## config.mk

```make
export PLATFORM = sky130hd
export DESIGN_NAME = lsi_sdram_ctrl
export DESIGN_NICKNAME = d
export VERILOG_FILES = /design/src/lsi_rx_capture.v /design/src/lsi_sdram_ctrl.v
export VERILOG_INCLUDE_DIRS = /design/src /design/src/pkg
export SDC_FILE = /design/constraint.sdc
export NUM_CORES = 1
export LEC_CHECK = 0
export BUFFER_PORTS_ARGS = -buffer_cell sky130_fd_sc_hd__clkbuf_2
export CORE_ASPECT_RATIO = 1.2
export CORE_UTILIZATION = 51
export CTS_BUF_LIST = sky130_fd_sc_hd__clkbuf_2 sky130_fd_sc_hd__clkbuf_4 sky130_fd_sc_hd__clkbuf_8
export CTS_CLUSTER_DIAMETER = 80
export CTS_CLUSTER_SIZE = 14
export DETAILED_ROUTE_END_ITERATION = 10
export GPL_ROUTABILITY_DRIVEN = 0
export PLACE_DENSITY = 0.76
export SETUP_SLACK_MARGIN = 0.2
export SYNTH_ARGS = -nofsm -noshare
export SYNTH_HDL_FRONTEND = slang
export SYNTH_SLANG_ARGS = --single-unit
```

## constraint.sdc

```tcl
create_clock -name clock -period 2.6 [get_ports clock]
set_input_delay 0.52 -clock clock [delete_from_list [all_inputs] [get_ports clock]]
set_output_delay 0.52 -clock clock [all_outputs]
set_load 0.02 [all_outputs]
```

## src/pkg/lsi_defs.vh

```
`ifndef LSI_DEFS_VH
`define LSI_DEFS_VH

// Command encodings on {row strobe, column strobe, write enable}, active low.
`define LSI_CMD_NOP 3'h7
`define LSI_CMD_ACT 3'h3
`define LSI_CMD_RD 3'h5
`define LSI_CMD_WR 3'h4
`define LSI_CMD_PRE 3'h2
`define LSI_CMD_REF 3'h1

// Address bit ten selects all banks during precharge.
`define LSI_ALL_BANKS_BIT 10

// Request kinds at the user port.
`define LSI_REQ_RD 2'h0
`define LSI_REQ_WR 2'h1
`define LSI_REQ_REF 2'h2
`define LSI_REQ_PDN 2'h3

// Clock divider: the memory clock toggles every this many core cycles plus one.
`define LSI_HALF_PERIOD 2'h1

// Cycles of memory clock between activate and column command.
`define LSI_RCD 2'h1

// Memory clocks from read command to data returned.
`define LSI_CAS_LAT 3'h2

// Byte masks with every lane written and with every lane masked.
`define LSI_MASK_NONE 8'h00
`define LSI_MASK_ALL 8'hff

`endif

```

## src/lsi_rx_capture.v

```verilog
`timescale 1ns/1ps
`include "lsi_defs.vh"

// Captures one 32-bit read half on a receive clock seen as a sampled pin.
// The receive clock is slow next to the core clock, so its rising edge is
// found after a two-stage synchroniser and the data, held stable by the
// memory over the bit time, is taken through its own two stages.
module lsi_rx_capture #(
    parameter WIDTH = 32
) (
    // Core clock and reset.
    input wire clock,
    input wire arst_n,
    // Returned receive clock and data half from the pins.
    input wire rx_clock,
    input wire [WIDTH-1:0] rx_data,
    // Captured word and its one-cycle strobe in the core domain.
    output reg [WIDTH-1:0] word_q,
    output reg word_valid_q
);

    reg clk_s1_q; // First synchroniser stage, read only by the second.
    reg clk_s2_q; // Second synchroniser stage.
    reg clk_s3_q; // Delayed copy for edge detection.
    reg [WIDTH-1:0] dat_s1_q; // First data stage.
    reg [WIDTH-1:0] dat_s2_q; // Second data stage, aligned with clk_s2_q.

    // Synchronise the receive clock and data, then take data on its rise.
    always @(posedge clock or negedge arst_n) begin
        if (!arst_n) begin
            clk_s1_q <= 1'b0;
            clk_s2_q <= 1'b0;
            clk_s3_q <= 1'b0;
            dat_s1_q <= {WIDTH{1'b0}};
            dat_s2_q <= {WIDTH{1'b0}};
            word_q <= {WIDTH{1'b0}};
            word_valid_q <= 1'b0;
        end else begin
            clk_s1_q <= rx_clock;
            clk_s2_q <= clk_s1_q;
            clk_s3_q <= clk_s2_q;
            dat_s1_q <= rx_data;
            dat_s2_q <= dat_s1_q;
            word_valid_q <= clk_s2_q & ~clk_s3_q;
            // A rising receive clock marks the word as safe to sample.
            if (clk_s2_q && !clk_s3_q) begin
                word_q <= dat_s2_q;
            end
        end
    end

endmodule // lsi_rx_capture

```

## src/lsi_sdram_ctrl.v

```verilog
// Function
// - Per-row active-low selects, A and B identical
// - Masks gate reads, byte enables on writes
// - Write mask with its data, same clock
// - Commands on strobes, two copies each
// - Row address present with row strobe
// - Column address present with column strobe
// - Twelve-bit multiplexed row and column address
// - Write enable low for writes and precharges, duplicated
// - 64-bit bidirectional data, driven on writes
// - Low half captured on first receive clock
// - High half captured on second receive clock
// - Precharge all banks before dropping clock enable
// - Two identical transmit clock copies
// - Output clock copies transmit clock
`timescale 1ns/1ps
`include "lsi_defs.vh"

module lsi_sdram_ctrl #(
    parameter ADDR_W = 12,
    parameter DATA_W = 64,
    parameter CAS_LAT = 3'h2
) (
    // Core clock and reset.
    input wire clock,
    input wire arst_n,
    // User request port.
    input wire req_valid,
    input wire [1:0] req_kind,
    input wire req_row_sel,
    input wire [ADDR_W-1:0] req_row,
    input wire [ADDR_W-1:0] req_col,
    input wire [DATA_W-1:0] req_wdata,
    input wire [7:0] req_byte_en,
    output reg req_ready_q,
    // Read return in the core domain.
    output reg [DATA_W-1:0] rd_data_q,
    output reg rd_valid_q,
    // Memory command pins.
    output reg row0_select_a_n_q,
    output reg row0_select_b_n_q,
    output reg row1_select_a_n_q,
    output reg row1_select_b_n_q,
    output reg row_strobe_a_n_q,
    output reg row_strobe_b_n_q,
    output reg col_strobe_a_n_q,
    output reg col_strobe_b_n_q,
    output reg mem_write_a_n_q,
    output reg mem_write_b_n_q,
    output reg [ADDR_W-1:0] mem_addr_q,
    output reg [7:0] data_mask_q,
    output reg clock_enable_q,
    // Memory data bus, split into three signals.
    input wire [DATA_W-1:0] mem_data_in,
    output reg [DATA_W-1:0] mem_data_out_q,
    output reg mem_data_oe_q,
    // Memory clocks out and receive clocks back.
    output reg mem_tx_clock_a_q,
    output reg mem_tx_clock_b_q,
    output reg feedback_clock_out_q,
    input wire rx_clock_low,
    input wire rx_clock_high
);

    // One-hot states.
    localparam [6:0] S_IDLE = 7'h01;
    localparam [6:0] S_ACT = 7'h02;
    localparam [6:0] S_COL = 7'h04;
    localparam [6:0] S_WAIT = 7'h08;
    localparam [6:0] S_PRE = 7'h10;
    localparam [6:0] S_PDN = 7'h20;
    localparam [6:0] S_REF = 7'h40;

    reg [1:0] div_q; // Core cycles in the current memory clock half.
    reg mclk_q; // Internal memory clock level.
    reg [6:0] state_q;
    reg [1:0] kind_q; // Latched request kind.
    reg sel_q; // Latched row select.
    reg [ADDR_W-1:0] col_q; // Column address held for the column phase.
    reg [DATA_W-1:0] wdata_q;
    reg [7:0] ben_q;
    reg [2:0] wait_q; // Memory clocks left before read data returns.
    reg [1:0] rcd_q; // Memory clocks left before the column command.
    reg lo_seen_q; // Low half of the current read captured.
    reg hi_seen_q; // High half of the current read captured.
    wire [31:0] lo_word;
    wire [31:0] hi_word;
    wire lo_valid;
    wire hi_valid;
    wire tick; // One-cycle enable where a new memory command launches.

    // Commands change when the memory clock is about to fall, so they are
    // stable around its next rising edge with half a period of margin.
    assign tick = mclk_q && (div_q == `LSI_HALF_PERIOD);

    // Capture the two data halves on their own receive clocks.
    lsi_rx_capture #(.WIDTH(32)) u_rx_lo (
        .clock(clock),
        .arst_n(arst_n),
        .rx_clock(rx_clock_low),
        .rx_data(mem_data_in[31:0]),
        .word_q(lo_word),
        .word_valid_q(lo_valid)
    );

    lsi_rx_capture #(.WIDTH(32)) u_rx_hi (
        .clock(clock),
        .arst_n(arst_n),
        .rx_clock(rx_clock_high),
        .rx_data(mem_data_in[63:32]),
        .word_q(hi_word),
        .word_valid_q(hi_valid)
    );

    // Drive one command onto both copies of every strobe and select.
    task drive_cmd;
        input [2:0] cmd;
        input sel_en;
        input row;
        begin
            row_strobe_a_n_q <= cmd[2];
            row_strobe_b_n_q <= cmd[2];
            col_strobe_a_n_q <= cmd[1];
            col_strobe_b_n_q <= cmd[1];
            mem_write_a_n_q <= cmd[0];
            mem_write_b_n_q <= cmd[0];
            row0_select_a_n_q <= ~(sel_en & ~row);
            row0_select_b_n_q <= ~(sel_en & ~row);
            row1_select_a_n_q <= ~(sel_en & row);
            row1_select_b_n_q <= ~(sel_en & row);
        end
    endtask

    // Clock divider: the memory clock and its copies come from flops.
    always @(posedge clock or negedge arst_n) begin
        if (!arst_n) begin
            div_q <= 2'h0;
            mclk_q <= 1'b0;
            mem_tx_clock_a_q <= 1'b0;
            mem_tx_clock_b_q <= 1'b0;
            feedback_clock_out_q <= 1'b0;
        end else begin
            if (div_q == `LSI_HALF_PERIOD) begin
                div_q <= 2'h0;
                mclk_q <= ~mclk_q;
                mem_tx_clock_a_q <= ~mclk_q;
                mem_tx_clock_b_q <= ~mclk_q;
                feedback_clock_out_q <= ~mclk_q;
            end else begin
                div_q <= div_q + 2'h1;
            end
        end
    end

    // Command sequencer: one command per memory clock.
    always @(posedge clock or negedge arst_n) begin
        if (!arst_n) begin
            state_q <= S_IDLE;
            kind_q <= `LSI_REQ_RD;
            sel_q <= 1'b0;
            col_q <= {ADDR_W{1'b0}};
            wdata_q <= {DATA_W{1'b0}};
            ben_q <= `LSI_MASK_NONE;
            wait_q <= 3'h0;
            rcd_q <= 2'h0;
            req_ready_q <= 1'b0;
            // Every select and strobe copy idles high, a deselected no-operation.
            drive_cmd(`LSI_CMD_NOP, 1'b0, 1'b0);
            mem_addr_q <= {ADDR_W{1'b0}};
            data_mask_q <= `LSI_MASK_ALL;
            clock_enable_q <= 1'b1;
            mem_data_out_q <= {DATA_W{1'b0}};
            mem_data_oe_q <= 1'b0;
        end else begin
            // Ready stands in the cycle just before a launch, so a request seen
            // with it is taken at the very edge that puts its command out.
            req_ready_q <= mclk_q && (div_q + 2'h1 == `LSI_HALF_PERIOD)
                && (state_q == S_IDLE);
            if (tick) begin
                // Default every launch to a deselected no-operation.
                drive_cmd(`LSI_CMD_NOP, 1'b0, 1'b0);
                mem_data_oe_q <= 1'b0;
                data_mask_q <= (state_q == S_WAIT) ? `LSI_MASK_NONE : `LSI_MASK_ALL;
                case (state_q)
                    S_IDLE: begin
                        if (req_valid && req_ready_q) begin
                            kind_q <= req_kind;
                            sel_q <= req_row_sel;
                            col_q <= req_col;
                            wdata_q <= req_wdata;
                            ben_q <= req_byte_en;
                            if (req_kind == `LSI_REQ_RD || req_kind == `LSI_REQ_WR) begin
                                drive_cmd(`LSI_CMD_ACT, 1'b1, req_row_sel);
                                mem_addr_q <= req_row;
                                rcd_q <= `LSI_RCD;
                                state_q <= S_ACT;
                            end else if (req_kind == `LSI_REQ_REF) begin
                                drive_cmd(`LSI_CMD_REF, 1'b1, 1'b0);
                                state_q <= S_REF;
                            end else begin
                                // Power-down: close every bank first.
                                drive_cmd(`LSI_CMD_PRE, 1'b1, 1'b0);
                                mem_addr_q <= {ADDR_W{1'b0}};
                                mem_addr_q[`LSI_ALL_BANKS_BIT] <= 1'b1;
                                state_q <= S_PRE;
                            end
                        end
                    end
                    S_ACT: begin
                        // Hold off the column command until row-to-column delay.
                        if (rcd_q != 2'h0) begin
                            rcd_q <= rcd_q - 2'h1;
                        end else if (kind_q == `LSI_REQ_WR) begin
                            drive_cmd(`LSI_CMD_WR, 1'b1, sel_q);
                            mem_addr_q <= col_q;
                            mem_data_out_q <= wdata_q;
                            mem_data_oe_q <= 1'b1;
                            data_mask_q <= ~ben_q;
                            state_q <= S_COL;
                        end else begin
                            drive_cmd(`LSI_CMD_RD, 1'b1, sel_q);
                            mem_addr_q <= col_q;
                            data_mask_q <= `LSI_MASK_NONE;
                            wait_q <= CAS_LAT;
                            state_q <= S_WAIT;
                        end
                    end
                    S_WAIT: begin
                        // Keep the data masks clear while data returns; mem_data_oe_q stays low.
                        if (wait_q != 3'h0) begin
                            wait_q <= wait_q - 3'h1;
                        end else begin
                            state_q <= S_COL;
                        end
                    end
                    S_COL: begin
                        // Close the row so every bank is idle between requests.
                        drive_cmd(`LSI_CMD_PRE, 1'b1, sel_q);
                        mem_addr_q <= {ADDR_W{1'b0}};
                        mem_addr_q[`LSI_ALL_BANKS_BIT] <= 1'b1;
                        state_q <= S_IDLE;
                    end
                    S_PRE: begin
                        clock_enable_q <= 1'b0;
                        state_q <= S_PDN;
                    end
                    S_PDN: begin
                        // Any request wakes the memory; it is then re-presented.
                        if (req_valid) begin
                            clock_enable_q <= 1'b1;
                            state_q <= S_IDLE;
                        end
                    end
                    S_REF: begin
                        state_q <= S_IDLE;
                    end
                    default: begin
                        state_q <= S_IDLE;
                    end
                endcase
            end
        end
    end

    // Pair the two captured halves into one 64-bit word in the core domain.
    always @(posedge clock or negedge arst_n) begin
        if (!arst_n) begin
            lo_seen_q <= 1'b0;
            hi_seen_q <= 1'b0;
            rd_data_q <= {DATA_W{1'b0}};
            rd_valid_q <= 1'b0;
        end else begin
            rd_valid_q <= 1'b0;
            if (state_q != S_WAIT || wait_q != 3'h0) begin
                // Earlier edges sample the bus before the memory drives it, so
                // they are dropped. A limitation: the receive phase shift must
                // land the data edge inside the last wait beat.
                lo_seen_q <= 1'b0;
                hi_seen_q <= 1'b0;
            end else begin
                if (lo_valid && !lo_seen_q) begin
                    lo_seen_q <= 1'b1;
                    rd_data_q[DATA_W/2-1:0] <= lo_word;
                end
                if (hi_valid && !hi_seen_q) begin
                    hi_seen_q <= 1'b1;
                    rd_data_q[DATA_W-1:DATA_W/2] <= hi_word;
                end
                // The valid pulse marks the cycle in which the second half lands.
                rd_valid_q <= (lo_seen_q || lo_valid) && (hi_seen_q || hi_valid)
                    && !(lo_seen_q && hi_seen_q);
            end
        end
    end

endmodule // lsi_sdram_ctrl

```

== Word-level counts from Yosys, hierarchy flattened ==
Index checks and enable logic that the tools add are counted.

* RAM bits: 0
* Memories kept: 0
* Bits in registers: 461
* Output and inout bits: 165
* Bits in latches: 0
* Input port bits: 168
* Bits in read-only memories: 0

* Magnitude comparators: 0
* Divide/modulo/power cells: 0
* Reductions and logical operators: 38
* $mul: 0
* $add $sub $neg: 3
* Bitwise operators: 10
* Eq/ne operators: 21
* Shift operators: 0
* Mux-type cells: 57

{| class="wikitable"
|+ Operators with widths
! cell !! count
|-
| two-way mux 12 bit || 4
|-
| two-way mux 7 bit || 6
|-
| one-hot mux 12 bit (3 select lines) || 1
|-
| one-hot mux 7 bit (5 select lines) || 1
|-
| two-way mux 8 bit || 4
|-
| two-way mux 1 bit || 25
|-
| AND reduction 5 bit || 4
|-
| nonzero test 2 bit || 6
|-
| logical AND 1 bit || 11
|-
| inequality test 2 bit (second input constant) || 5
|-
| two-way mux 3 bit || 3
|-
| one-hot mux 1 bit (3 select lines) || 3
|-
| == test 2 x 1 -> 1 bit (second input constant) || 4
|-
| two-way mux 2 bit || 4
|-
| NOT 8 bit || 1
|-
| == test 7 x 1 -> 1 bit (second input constant) || 1
|-
| == test 7 x 2 -> 1 bit (second input constant) || 1
|-
| == test 7 x 3 -> 1 bit (second input constant) || 1
|-
| == test 7 x 4 -> 1 bit (second input constant) || 1
|-
| == test 7 x 5 -> 1 bit (second input constant) || 1
|-
| == test 7 x 6 -> 1 bit (second input constant) || 1
|-
| inequality test 7 x 4 -> 1 bit (second input constant) || 1
|-
| NOT 1 bit || 7
|-
| inequality test 2 x 1 -> 1 bit (second input constant) || 3
|-
| other kinds (17) || 30
|}

== Longest topological paths before layout ==
Gate-level depths: netlist of the first run.

* Word-level depth: 5
* Depth in mapped cells: 8

== By module ==
Synthesis of the first run repeated with hierarchy kept, for this count alone.

* Cells, all modules: 965
* Area total of the unflattened synthesis: 16,731.0 µm²

{| class="wikitable"
|+ By module, submodules not included
! module !! instances !! cells each !! area an instance (µm²)
|-
| lsi_sdram_ctrl || 1 || 691 || 10,617.7
|-
| lsi_rx_capture || 2 || 137 || 3,056.7
|}

== Worst setup path before layout of the first run ==
OpenSTA, ideal clock, no wires.

* Kind: reg-to-reg
* Start point: register state_q[4]
* End point: register col_q[0]
* Buffers on the path: 4
* Cell stages (with the launch flop): 9
* Arrival: 2,378 ps
* Setup time: 127 ps
* Setup slack: 94 ps
* Cells stage by stage: dfrtp_1 buf_2 or3_1 or4_1 buf_2 nor3_4 buf_6 buf_6 mux2_1

* Longest elaborated chain between the ends: 2

{| class="wikitable"
|+ Ends and longest elaborated chain
! what !! line !! RTL
|-
| start, declared || lsi_sdram_ctrl.v:76 || <nowiki>reg [6:0] state_q;</nowiki>
|-
| start signal, assigned || lsi_sdram_ctrl.v:158 || <nowiki>state_q <= S_IDLE;</nowiki>
|-
| start signal, assigned || lsi_sdram_ctrl.v:196 || <nowiki>state_q <= S_ACT;</nowiki>
|-
| start signal, assigned || lsi_sdram_ctrl.v:199 || <nowiki>state_q <= S_REF;</nowiki>
|-
| == test 7 x 1 -> 1 bit || lsi_sdram_ctrl.v:184 || <nowiki>case (state_q)</nowiki>
|-
| AND reduction 3 bit (no source line) || -- ||
|-
| end signal, assigned || lsi_sdram_ctrl.v:161 || <nowiki>col_q <= {ADDR_W{1'b0}};</nowiki>
|-
| end signal, assigned || lsi_sdram_ctrl.v:189 || <nowiki>col_q <= req_col;</nowiki>
|-
| end, declared || lsi_sdram_ctrl.v:79 || <nowiki>reg [ADDR_W-1:0] col_q;</nowiki>
|}

No other way between the ends.
A chain may end at the register's enable or synchronous reset.

== Worst setup path in the final report of the first run ==
* Start point: register state_q[6]
* End point: register wdata_q[8]

* Longest elaborated chain between the ends: 2

{| class="wikitable"
|+ Ends and longest elaborated chain
! what !! line !! RTL
|-
| == test 7 x 1 -> 1 bit || lsi_sdram_ctrl.v:184 ||
|-
| AND reduction 3 bit (no source line) || -- ||
|-
| end signal, assigned || lsi_sdram_ctrl.v:162 || <nowiki>wdata_q <= {DATA_W{1'b0}};</nowiki>
|-
| end signal, assigned || lsi_sdram_ctrl.v:190 || <nowiki>wdata_q <= req_wdata;</nowiki>
|-
| end, declared || lsi_sdram_ctrl.v:80 || <nowiki>reg [DATA_W-1:0] wdata_q;</nowiki>
|}

No other way between the ends.

==> results of run 1 <==
[per-stage QoR]
stage               instance area [sq um]  utilization (%)  cells  hold slack [ps]  worst slack [ps]
detailed placement                  18600             59.3   1687              335               194
floorplan                           16200                -    966              224               189
global route                        19500             62.3   1752             1.32               131
global placement                    18600             59.3   1687              332               212
finish                              19500             62.3   1752             53.3               199
CTS                                 19300             61.7   1748            0.695               196
[what timing repair did]
action                                  CTS  global route
gates resized for setup                   1            33
buffers inserted                          3             2
cloned                                    1             2
hold endpoints to repair                 52             0
hold buffers                              4             0
endpoints found under the setup margin   45           219
[placed cells by master (no fill, tap or decap), types with 5 or more instances in the layout]
| cell | instances |
|---|---|
| dfrtp_1 | 445 |
| clkbuf_2 | 331 |
| mux2_2 | 264 |
| clkbuf_8 | 39 |
| buf_4 | 30 |
| nand2_1 | 19 |
| mux2_4 | 18 |
| nor2_1 | 16 |
| mux2_1 | 15 |
| dfstp_2 | 15 |
| a22o_1 | 13 |
| clkbuf_4 | 13 |
| buf_12 | 13 |
| inv_1 | 11 |
| o211ai_1 | 8 |
| a21oi_1 | 6 |
| nor3_1 | 5 |
[kinds of logic (layout without fill, tap and decap cells)]
family / count (synthesis) / count (layout) / share of synthesized area (%)
and+or+nand+nor: 79 / 79 / 2.67
buffers and inverters: 65 / 450 / 2.01
AOI/OAI and AO/OA: 56 / 56 / 2.64
DFF: 461 / 461 / 71.5
muxes: 298 / 298 / 20.8
adders and majority gates: 3 / 3 / 0.232
xor gates and xnor gates: 4 / 4 / 0.217
[state kept, by name, summed over array words and instances (netlist names), 2 cells and up]
name              count
u_rx_lo.dat_s1_q     32
u_rx_lo.dat_s2_q     32
rcd_q                 2
u_rx_hi.dat_s1_q     32
kind_q                2
mem_addr_q           12
u_rx_hi.word_q       32
u_rx_hi.dat_s2_q     32
mem_data_out_q       64
col_q                12
wait_q                3
div_q                 2
data_mask_q           8
rd_data_q            64
wdata_q              64
ben_q                 8
state_q               7
u_rx_lo.word_q       32
[final timing paths]
| kind | startpoint | endpoint | slack (ps) |
|---|---|---|---|
| min in group asynchronous | arst_n | wdata_q[50] | 500 |
| worst min-delay path | mem_data_in[48] | u_rx_hi.dat_s1_q[16] | 50 |
| max in group asynchronous | arst_n | rd_data_q[27] | 1300 |
| worst max-delay path | state_q[6] | wdata_q[8] | 200 |
| worst max register to register | state_q[6] | wdata_q[8] | 200 |
| worst min register to register | u_rx_lo.clk_s1_q | u_rx_lo.clk_s2_q | 340 |
[final cells by class]
| type | instances | area [sq um] | area share [%] |
|---|---|---|---|
| timing repair buffer | 386 | 2340 | 12.0 |
| sequential | 461 | 11600 | 59.3 |
| inverter | 11 | 41.3 | 0.212 |
| clock inverter | 1 | 7.51 | 0.0385 |
| clock buffer | 52 | 634 | 3.25 |
| multi-input combinational | 440 | 4410 | 22.6 |
| tap | 401 | 502 | 2.57 |
[per-layer routing]
layer,wire length (um),up-vias,global-route usage [%]
met1,12400,4600,23.4
met2,15800,276,31.8
met3,2780,62,6.89
li1,-,4086,-
met5,9,-,0
met4,805,2,6.83
[power by group]
part,leakage [nW],total (mW),internal (mW),switching (mW)
clock,0.340,3.72,1.56,2.15
sequential,5.74,9.25,8.52,0.725
combinational,3.66,3.19,1.62,1.57
==> metrics.txt, run 1 <==
status complete, no violations; layout cells sized above 1 55.1%; Max Fclk between 0.4 and 0.5 GHz; Post-DP HPWL 21.8 mm; CTS H-tree lvls 2; worst path required time 3060 ps; worst slew pin tran 726 ps; Critical Path End Type flop; leakage power about 9.7 nW; Main synth FF type dfrtp_1; Layout area overhead 20.6%; asr flop ratio synth 100%; core footprint 0.0313 sq mm; Pre-antenna DRT Iters 4; antenna violations before repair 1; syn_nets 1137; Die Area 0.0324 sq mm; final WL 31.8 mm; RSZ-0062 raised after global routing yes; crit path buf inv count 3; nets 1509; critical path cell sequence or3_4 -> or4_4 -> nor3_4 -> buf_6 -> buf_12 -> clkbuf_16 -> mux2_2; CP delay by family, top simple AND/OR/NAND/NOR gates; drt wl/cell 18.1 um; post-synth design cell area 0.0162 sq mm; Crit Path Category reg2reg; CTS tree yes; Hold/Removal Path Class in2reg; Rows 71; IO Port Bufs ~330; Layout Skew 33.7 ps; worst skew pair latency 570 ps; VDD IR max 572 uV; count leader, synth dfrtp_1; Hold Path Cell Cnt 1; Initial Util 51.7%; ANT cells 0; Die Wd roughly 160 um; FF+latch count, synth ~460; relative slew slack approximately half; Setup TNS 0 ps; setup violators final 0; Final Max Slew Viols 0; Commonest cells post-synth dfrtp_1, mux2_2, mux2_1, clkbuf_1, nand2_1; cts bufs inserted 38; Congestion Overflow GR 0; die height 197 um; DRC errors left 0; Starting DRT DRC Count around 380; Largest stage delay, worst path 510 ps; number of synthesized flops with an enable pin 0; Top Ports 333; Worst path depth 7; Worst EP arrival around 2900 ps; Root Driver clkbuf_8; Max-Cap Viols 0; vias per cell 5.15; Clk pin slew, worst setup/hold paths 90 ps; fill cell count 2347; largest net degree at the start of global routing 67; Yosys warnings 0; crit start category flop; post-layout min period between 2000 and 2500 ps; top post-synthesis cells by area dfrtp_1, mux2_2, dfstp_2, mux2_1, a22o_1; All-Layer GR Usage approximately a fifth; top cell type's share of synthesized area 69.0%; total power 16.2 mW; post-synth top area cell dfrtp_1; Avg Cell Area, Syn 16.7 sq um; PD cells between 800 and 900 mW/mm^2; R2R depth 7; post-route antenna net violation count 0; Tcrit/Tclk final between 90% and 100%; post-synth cell types 53; CP max stage cell or4_4; Mapped Cells 966; CP max FO 10; Final Hold Vio Count 0; CTS sink cnt 461; via count 9026; Longest Clk Path Bufs 3; vias in the first global route 9468; part of the Yosys area used for sequential elements 71.5%; first-pass GRT wire length just under 50 mm
Note: power is estimated with default switching activity, not from simulation.
==> inputs of run 2 (changes only) <==
Settings changed: PLACE_DENSITY 0.76 to unset, PLACE_DENSITY_LB_ADDON set to 0.05.
==> metrics.txt, run 2 (synthesis gave the netlist of run 1 again) <==
r2r startpoint state_q[5]; status complete, no violations; Seq pwr share 57.4% (+0.2 points); vias in the first global route 9306 (-1.7%); CTS sink cnt 461 (unchanged); antenna violations before repair 3 (+2); Longest Clk Path Bufs 3 (unchanged); Die Area 0.0324 sq mm (unchanged); R2R depth 6 (-1); Starting DRT DRC Count 415 (+8.4%); layout cells sized above 1 53.6% (-1.5 points); post-layout min period 2370 ps (-29.1 ps); cts bufs inserted 38 (unchanged); crit path to wdata_q[45]; IO Port Bufs 332 (unchanged); largest net degree at the start of global routing 71 (+6.0%); setup violators final 0 (unchanged); Congestion Overflow GR 0 (unchanged); core footprint 0.0313 sq mm (unchanged); Final Max Slew Viols 0 (unchanged); Rows 71 (unchanged); via count 8933 (-1.0%); most frequent cells in the layout dfrtp_1, clkbuf_2, mux2_2, clkbuf_8; Die Wd 165 um (unchanged); Max-Cap Viols 0 (unchanged); Worst EP arrival 2830 ps (-30 ps); Crit Path Category reg2reg; PD cells 829 mW/mm^2 (about the same); crit start category flop; final WL 31.3 mm (-1.5%); DRC errors left 0 (unchanged); post-layout worst setup margin 228 ps (+29.1 ps); worst path required time 3060 ps (about the same); Setup TNS 0 ps (unchanged); CP max FO 24 (+14); Root Driver clkbuf_8; RSZ-0062 raised after global routing yes; nets 1506 (-0.20%); final std cells w/o fill 1750 (-0.11%); first-pass GRT wire length 49.6 mm (+1.1%); Switch Pwr 4.43 mW (-0.60%); hold_ws 44.9 ps (-8.46 ps); Initial Util 51.7% (unchanged); Clk pin slew, worst setup/hold paths 110 ps (+20 ps); Layout area overhead 19.6%; Top Ports 333 (unchanged); Cells after DPL 1684 (-0.18%); Post-DP HPWL 21.6 mm (-1.0%); Tcrit/Tclk final 91.2% (-1.1 points); fill cell count 2497 (+6.4%); die height 197 um (unchanged); worst skew pair latency 590 ps (+20 ps); leading cell type in the layout, fill and taps excluded dfrtp_1; Critical Path End Type flop; critical path startpoint state_q[5]; Layout Skew 33.2 ps (-0.526 ps); Pre-antenna DRT Iters 4 (unchanged); clock group share of total power 23.4% (+0.4 points); CTS H-tree lvls 2 (unchanged); Hold/Removal Path Class in2reg; flop2flop setup slack 230 ps (+30 ps); P_int 11.6 mW (-0.87%); Max Fclk 0.422 GHz (+1.2%); All-Layer GR Usage 19.8% (+0.47 points); relative slew slack 51.8% (+0.48 points); reg2reg end wdata_q[45]; post-route antenna net violation count 0 (unchanged); Final Hold Vio Count 0 (unchanged); worst slew pin tran 721 ps (-4.59 ps); DP Worst Slack 148 ps (-45.5 ps); Top Registers mem_data_out_q x64, rd_data_q x64, wdata_q x64; leakage power 9.65 nW (-0.86%); combinational cell fraction of total power 19.2% (-0.6 points); drt wl/cell 17.9 um (-1.4%); sw frac 27.6% (+0.054 points); VDD IR max 524 uV (-8.5%); CTS tree yes; vias per cell 5.10 (-0.92%)
run 2: cell count changes in the layout (fill, tap and decap cells not counted), moves of 2 or more:
cell and delta:
nor4b_2 -2, mux2_2 +3, mux2_4 -18, mux2_1 +15
dlygate4sd3_1 +3, nor4b_1 +2, buf_6 -2
run 2: power by group through the flow:
stage	sequential, mW	combinational, mW	clock (mW)
floorplan	9.61	1.58	0
global placement	9.30	3.01	0
detailed placement	9.36	3.09	0
CTS	9.21	3.13	3.96
global route	9.40	3.36	4.18
finish	9.20	3.08	3.75
run 2: per-stage QoR:
step / utilization, % / total power, mW / area [sq um]
2_1_floorplan: - / 11.2 / 16200
3_3_place_gp: 59.3 / 12.3 / 18600
3_5_place_dp: 59.3 / 12.4 / 18600
4_1_cts: 61.7 / 16.3 / 19300
5_1_grt: 61.8 / 16.9 / 19300
6_report: 61.8 / 16.0 / 19300
run 2: worst min path at each step:
stage                                       to  cells past startpoint            startpoint  slack (ps)
after global routing      u_rx_hi.dat_s1_q[19]                      1       mem_data_in[51]           3
final                      u_rx_lo.dat_s1_q[7]                      1        mem_data_in[7]          40
after global placement    u_rx_lo.dat_s2_q[26]                      0  u_rx_lo.dat_s1_q[26]         330
after detailed placement   u_rx_hi.dat_s2_q[0]                      0   u_rx_hi.dat_s1_q[0]         330
after CTS                  u_rx_lo.dat_s1_q[2]                      1        mem_data_in[2]         0.2
after floorplan                       ben_q[0]                      0                arst_n         220
run 2: layout make-up:
class                   instances  area, sq um  area share (%)
inverters                      11         41.3           0.214
multi-input cells             440         4330            22.4
diodes                          1         2.50          0.0129
well taps                     401          502            2.60
repair buffers                383         2260            11.7
flip-flops and latches        461        11600            59.8
clock buffers                  52          634            3.28
clock inverters                 1         7.51          0.0388
run 2: critical path: stages, from the launching register on:
cell	delay, ps
dfrtp_1	420
or3_4	400
or4_4	510
nor3_4	200
buf_12	190
buf_16	180
mux2_1	340
run 2: timing repair:
item	CTS	global route
setup endpoints to repair	76	114
endpoints found under the hold margin	62	0
buffers inserted	4	1
resized for setup	1	5
hold buffers	7	0
run 2: layer usage:
layer	GRT usage [%]	vias to the layer above	routed length, um
li1	-	4085	-
met3	6.26	57	2380
met5	0	-	26
met1	25.4	4537	13000
met2	31.9	250	15100
met4	6.66	4	803
==> inputs of run 3 (changes only) <==
Settings changed: ABC_CLOCK_PERIOD_IN_PS set to 2600, CORE_MARGIN set to 3.
==> metrics.txt, run 3 (synthesis gave the netlist of run 1 again) <==
VDD IR max 533 uV (+1.7%); IO Port Bufs 332 (unchanged); drt wl/cell 18.2 um (+1.9%); die height 201 um (+2.0%); Final Instance Area 0.0197 sq mm (+1.8%); All-Layer GR Usage 19.2% (-0.65 points); worst skew pair latency 580 ps (about the same); status complete, no violations; hold_ws 45.5 ps (+0.587 ps); fill cell count 2363 (-5.4%); Die Wd 169 um (+2.4%); post-layout min period 2380 ps (+4.28 ps); Hold/Removal Path Class in2reg; Rows 70 (-1.4%); Hold Path Cell Cnt 1 (unchanged); Root Driver clkbuf_8; CTS tree yes; core footprint 0.0308 sq mm (-1.4%); Initial Util 52.4% (+0.74 points); largest net degree at the start of global routing 98 (+38%); vias in the first global route 9709 (+4.3%); CTS H-tree lvls 2 (unchanged); Tcrit/Tclk final 91.4% (+0.16 points); worst path required time 3080 ps (+20 ps); crit start category flop; PD cells 816 mW/mm^2 (-1.6%); setup violators final 0 (unchanged); via count 9083 (+1.7%); CTS sink cnt 461 (unchanged); nets 1532 (+1.7%); Top Registers mem_data_out_q x64, rd_data_q x64, wdata_q x64; worst slew pin tran 695 ps (-25.8 ps); vias per cell 5.12 (+0.36%); cts bufs inserted 38 (unchanged); antenna violations before repair 3 (unchanged); Layout Skew 28.7 ps (-4.43 ps); first-pass GRT wire length 51.9 mm (+4.6%); Final Max Slew Viols 0 (unchanged); R2R depth 7 (+1); RSZ-0062 raised after global routing yes; CP max FO 9 (-63%); Crit Path Category reg2reg; Congestion Overflow GR 0 (unchanged); Final Util 63.8% (+2.0 points); Top Ports 333 (unchanged); Pre-antenna DRT Iters 4 (unchanged); most frequent cells in the layout dfrtp_1, clkbuf_2, mux2_2, clkbuf_8, buf_4; Max Fclk 0.421 GHz (-0.18%); Setup TNS 0 ps (unchanged); leading cell type in the layout, fill and taps excluded dfrtp_1; post-route antenna net violation count 0 (unchanged); Layout area overhead 21.7%; relative slew slack 53.5% (+1.7 points); Starting DRT DRC Count 430 (+3.6%); placed inst area 0.0186 sq mm (about the same); Final Hold Vio Count 0 (unchanged); Post-DP HPWL 22.1 mm (+2.7%); DRC errors left 0 (unchanged); Cells after DPL 1681 (-0.18%); leakage power 9.82 nW (+1.7%); final WL 32.3 mm (+3.2%); Critical Path End Type flop; Max-Cap Viols 0 (unchanged); layout cells sized above 1 53.5% (-0.18 points); Clk pin slew, worst setup/hold paths 100 ps (about the same); Longest Clk Path Bufs 3 (unchanged); Worst EP arrival 2860 ps (+30 ps); final std cells w/o fill 1773 (+1.3%); Die Area 0.0339 sq mm (+4.5%)
## run 3: changes by cell type in the layout (fill, tap and decap cells not counted), moves of 2 or more
cell / before / now
buf_6: 0 / 3
dlygate4sd3_1: 7 / 22
clkbuf_16: 1 / 3
buf_4: 30 / 32
buf_12: 12 / 15
## run 3: path summary, 6_finish.rpt
path	start	end	slack, ps
max	state_q[5]	kind_q[1]	220
min	mem_data_in[10]	u_rx_lo.dat_s1_q[10]	50
max reg2reg	state_q[5]	kind_q[1]	220
max in group asynchronous	arst_n	u_rx_hi.word_q[31]	1270
min in group asynchronous	arst_n	u_rx_lo.word_q[23]	490
min reg2reg	u_rx_hi.dat_s1_q[25]	u_rx_hi.dat_s2_q[25]	340
## run 3: metal layers
layer,up-vias,GRT usage [%],share of wire [%]
li1,4142,-,-
met1,4628,23.9,40
met2,256,32.0,50
met3,53,6.72,8.4
met4,4,5.29,2.2
met5,-,0,0.043
## run 3: cell type report
cell class	instances	area [sq um]	share of cell area, %
Sequential cell	461	11600	58.7
Multi-Input combinational cell	440	4340	22.0
Timing Repair Buffer	409	2600	13.2
Clock buffer	51	621	3.15
Tap cell	396	495	2.52
Inverter	11	41.3	0.210
Clock inverter	3	23.8	0.121
Antenna cell	2	5.00	0.0254
## run 3: power by group
group          switching [mW]  leakage (nW)  internal [mW]
Sequential              0.675          5.74           8.52
Combinational            1.58          3.74           1.54
Clock                    2.19         0.338           1.54
## run 3: worst max-delay path, stage by stage (launching register included)
cell and delay [ps]:
dfrtp_1 410, or3_4 400, or4_4 460, nor3_4 200
buf_4 160, clkbuf_16 130, buf_4 170, mux2_2 340
## run 3: timing repair
action                     CTS  global route
hold endpoints to repair    58             0
setup buffers                7             3
setup endpoints to repair  142           134
pin swaps                    2             1
hold buffers                22             0
cloned                       1             3
resized for setup            2             8
## run 3: through the flow
| step | total power, mW | setup slack (ps) |
|---|---|---|
| 5_1_grt | 17.0 | 121 |
| 4_1_cts | 16.3 | 152 |
| 6_report | 16.1 | 224 |
| 3_3_place_gp | 12.3 | 182 |
| 3_5_place_dp | 12.4 | 157 |
| 2_1_floorplan | 11.2 | 189 |
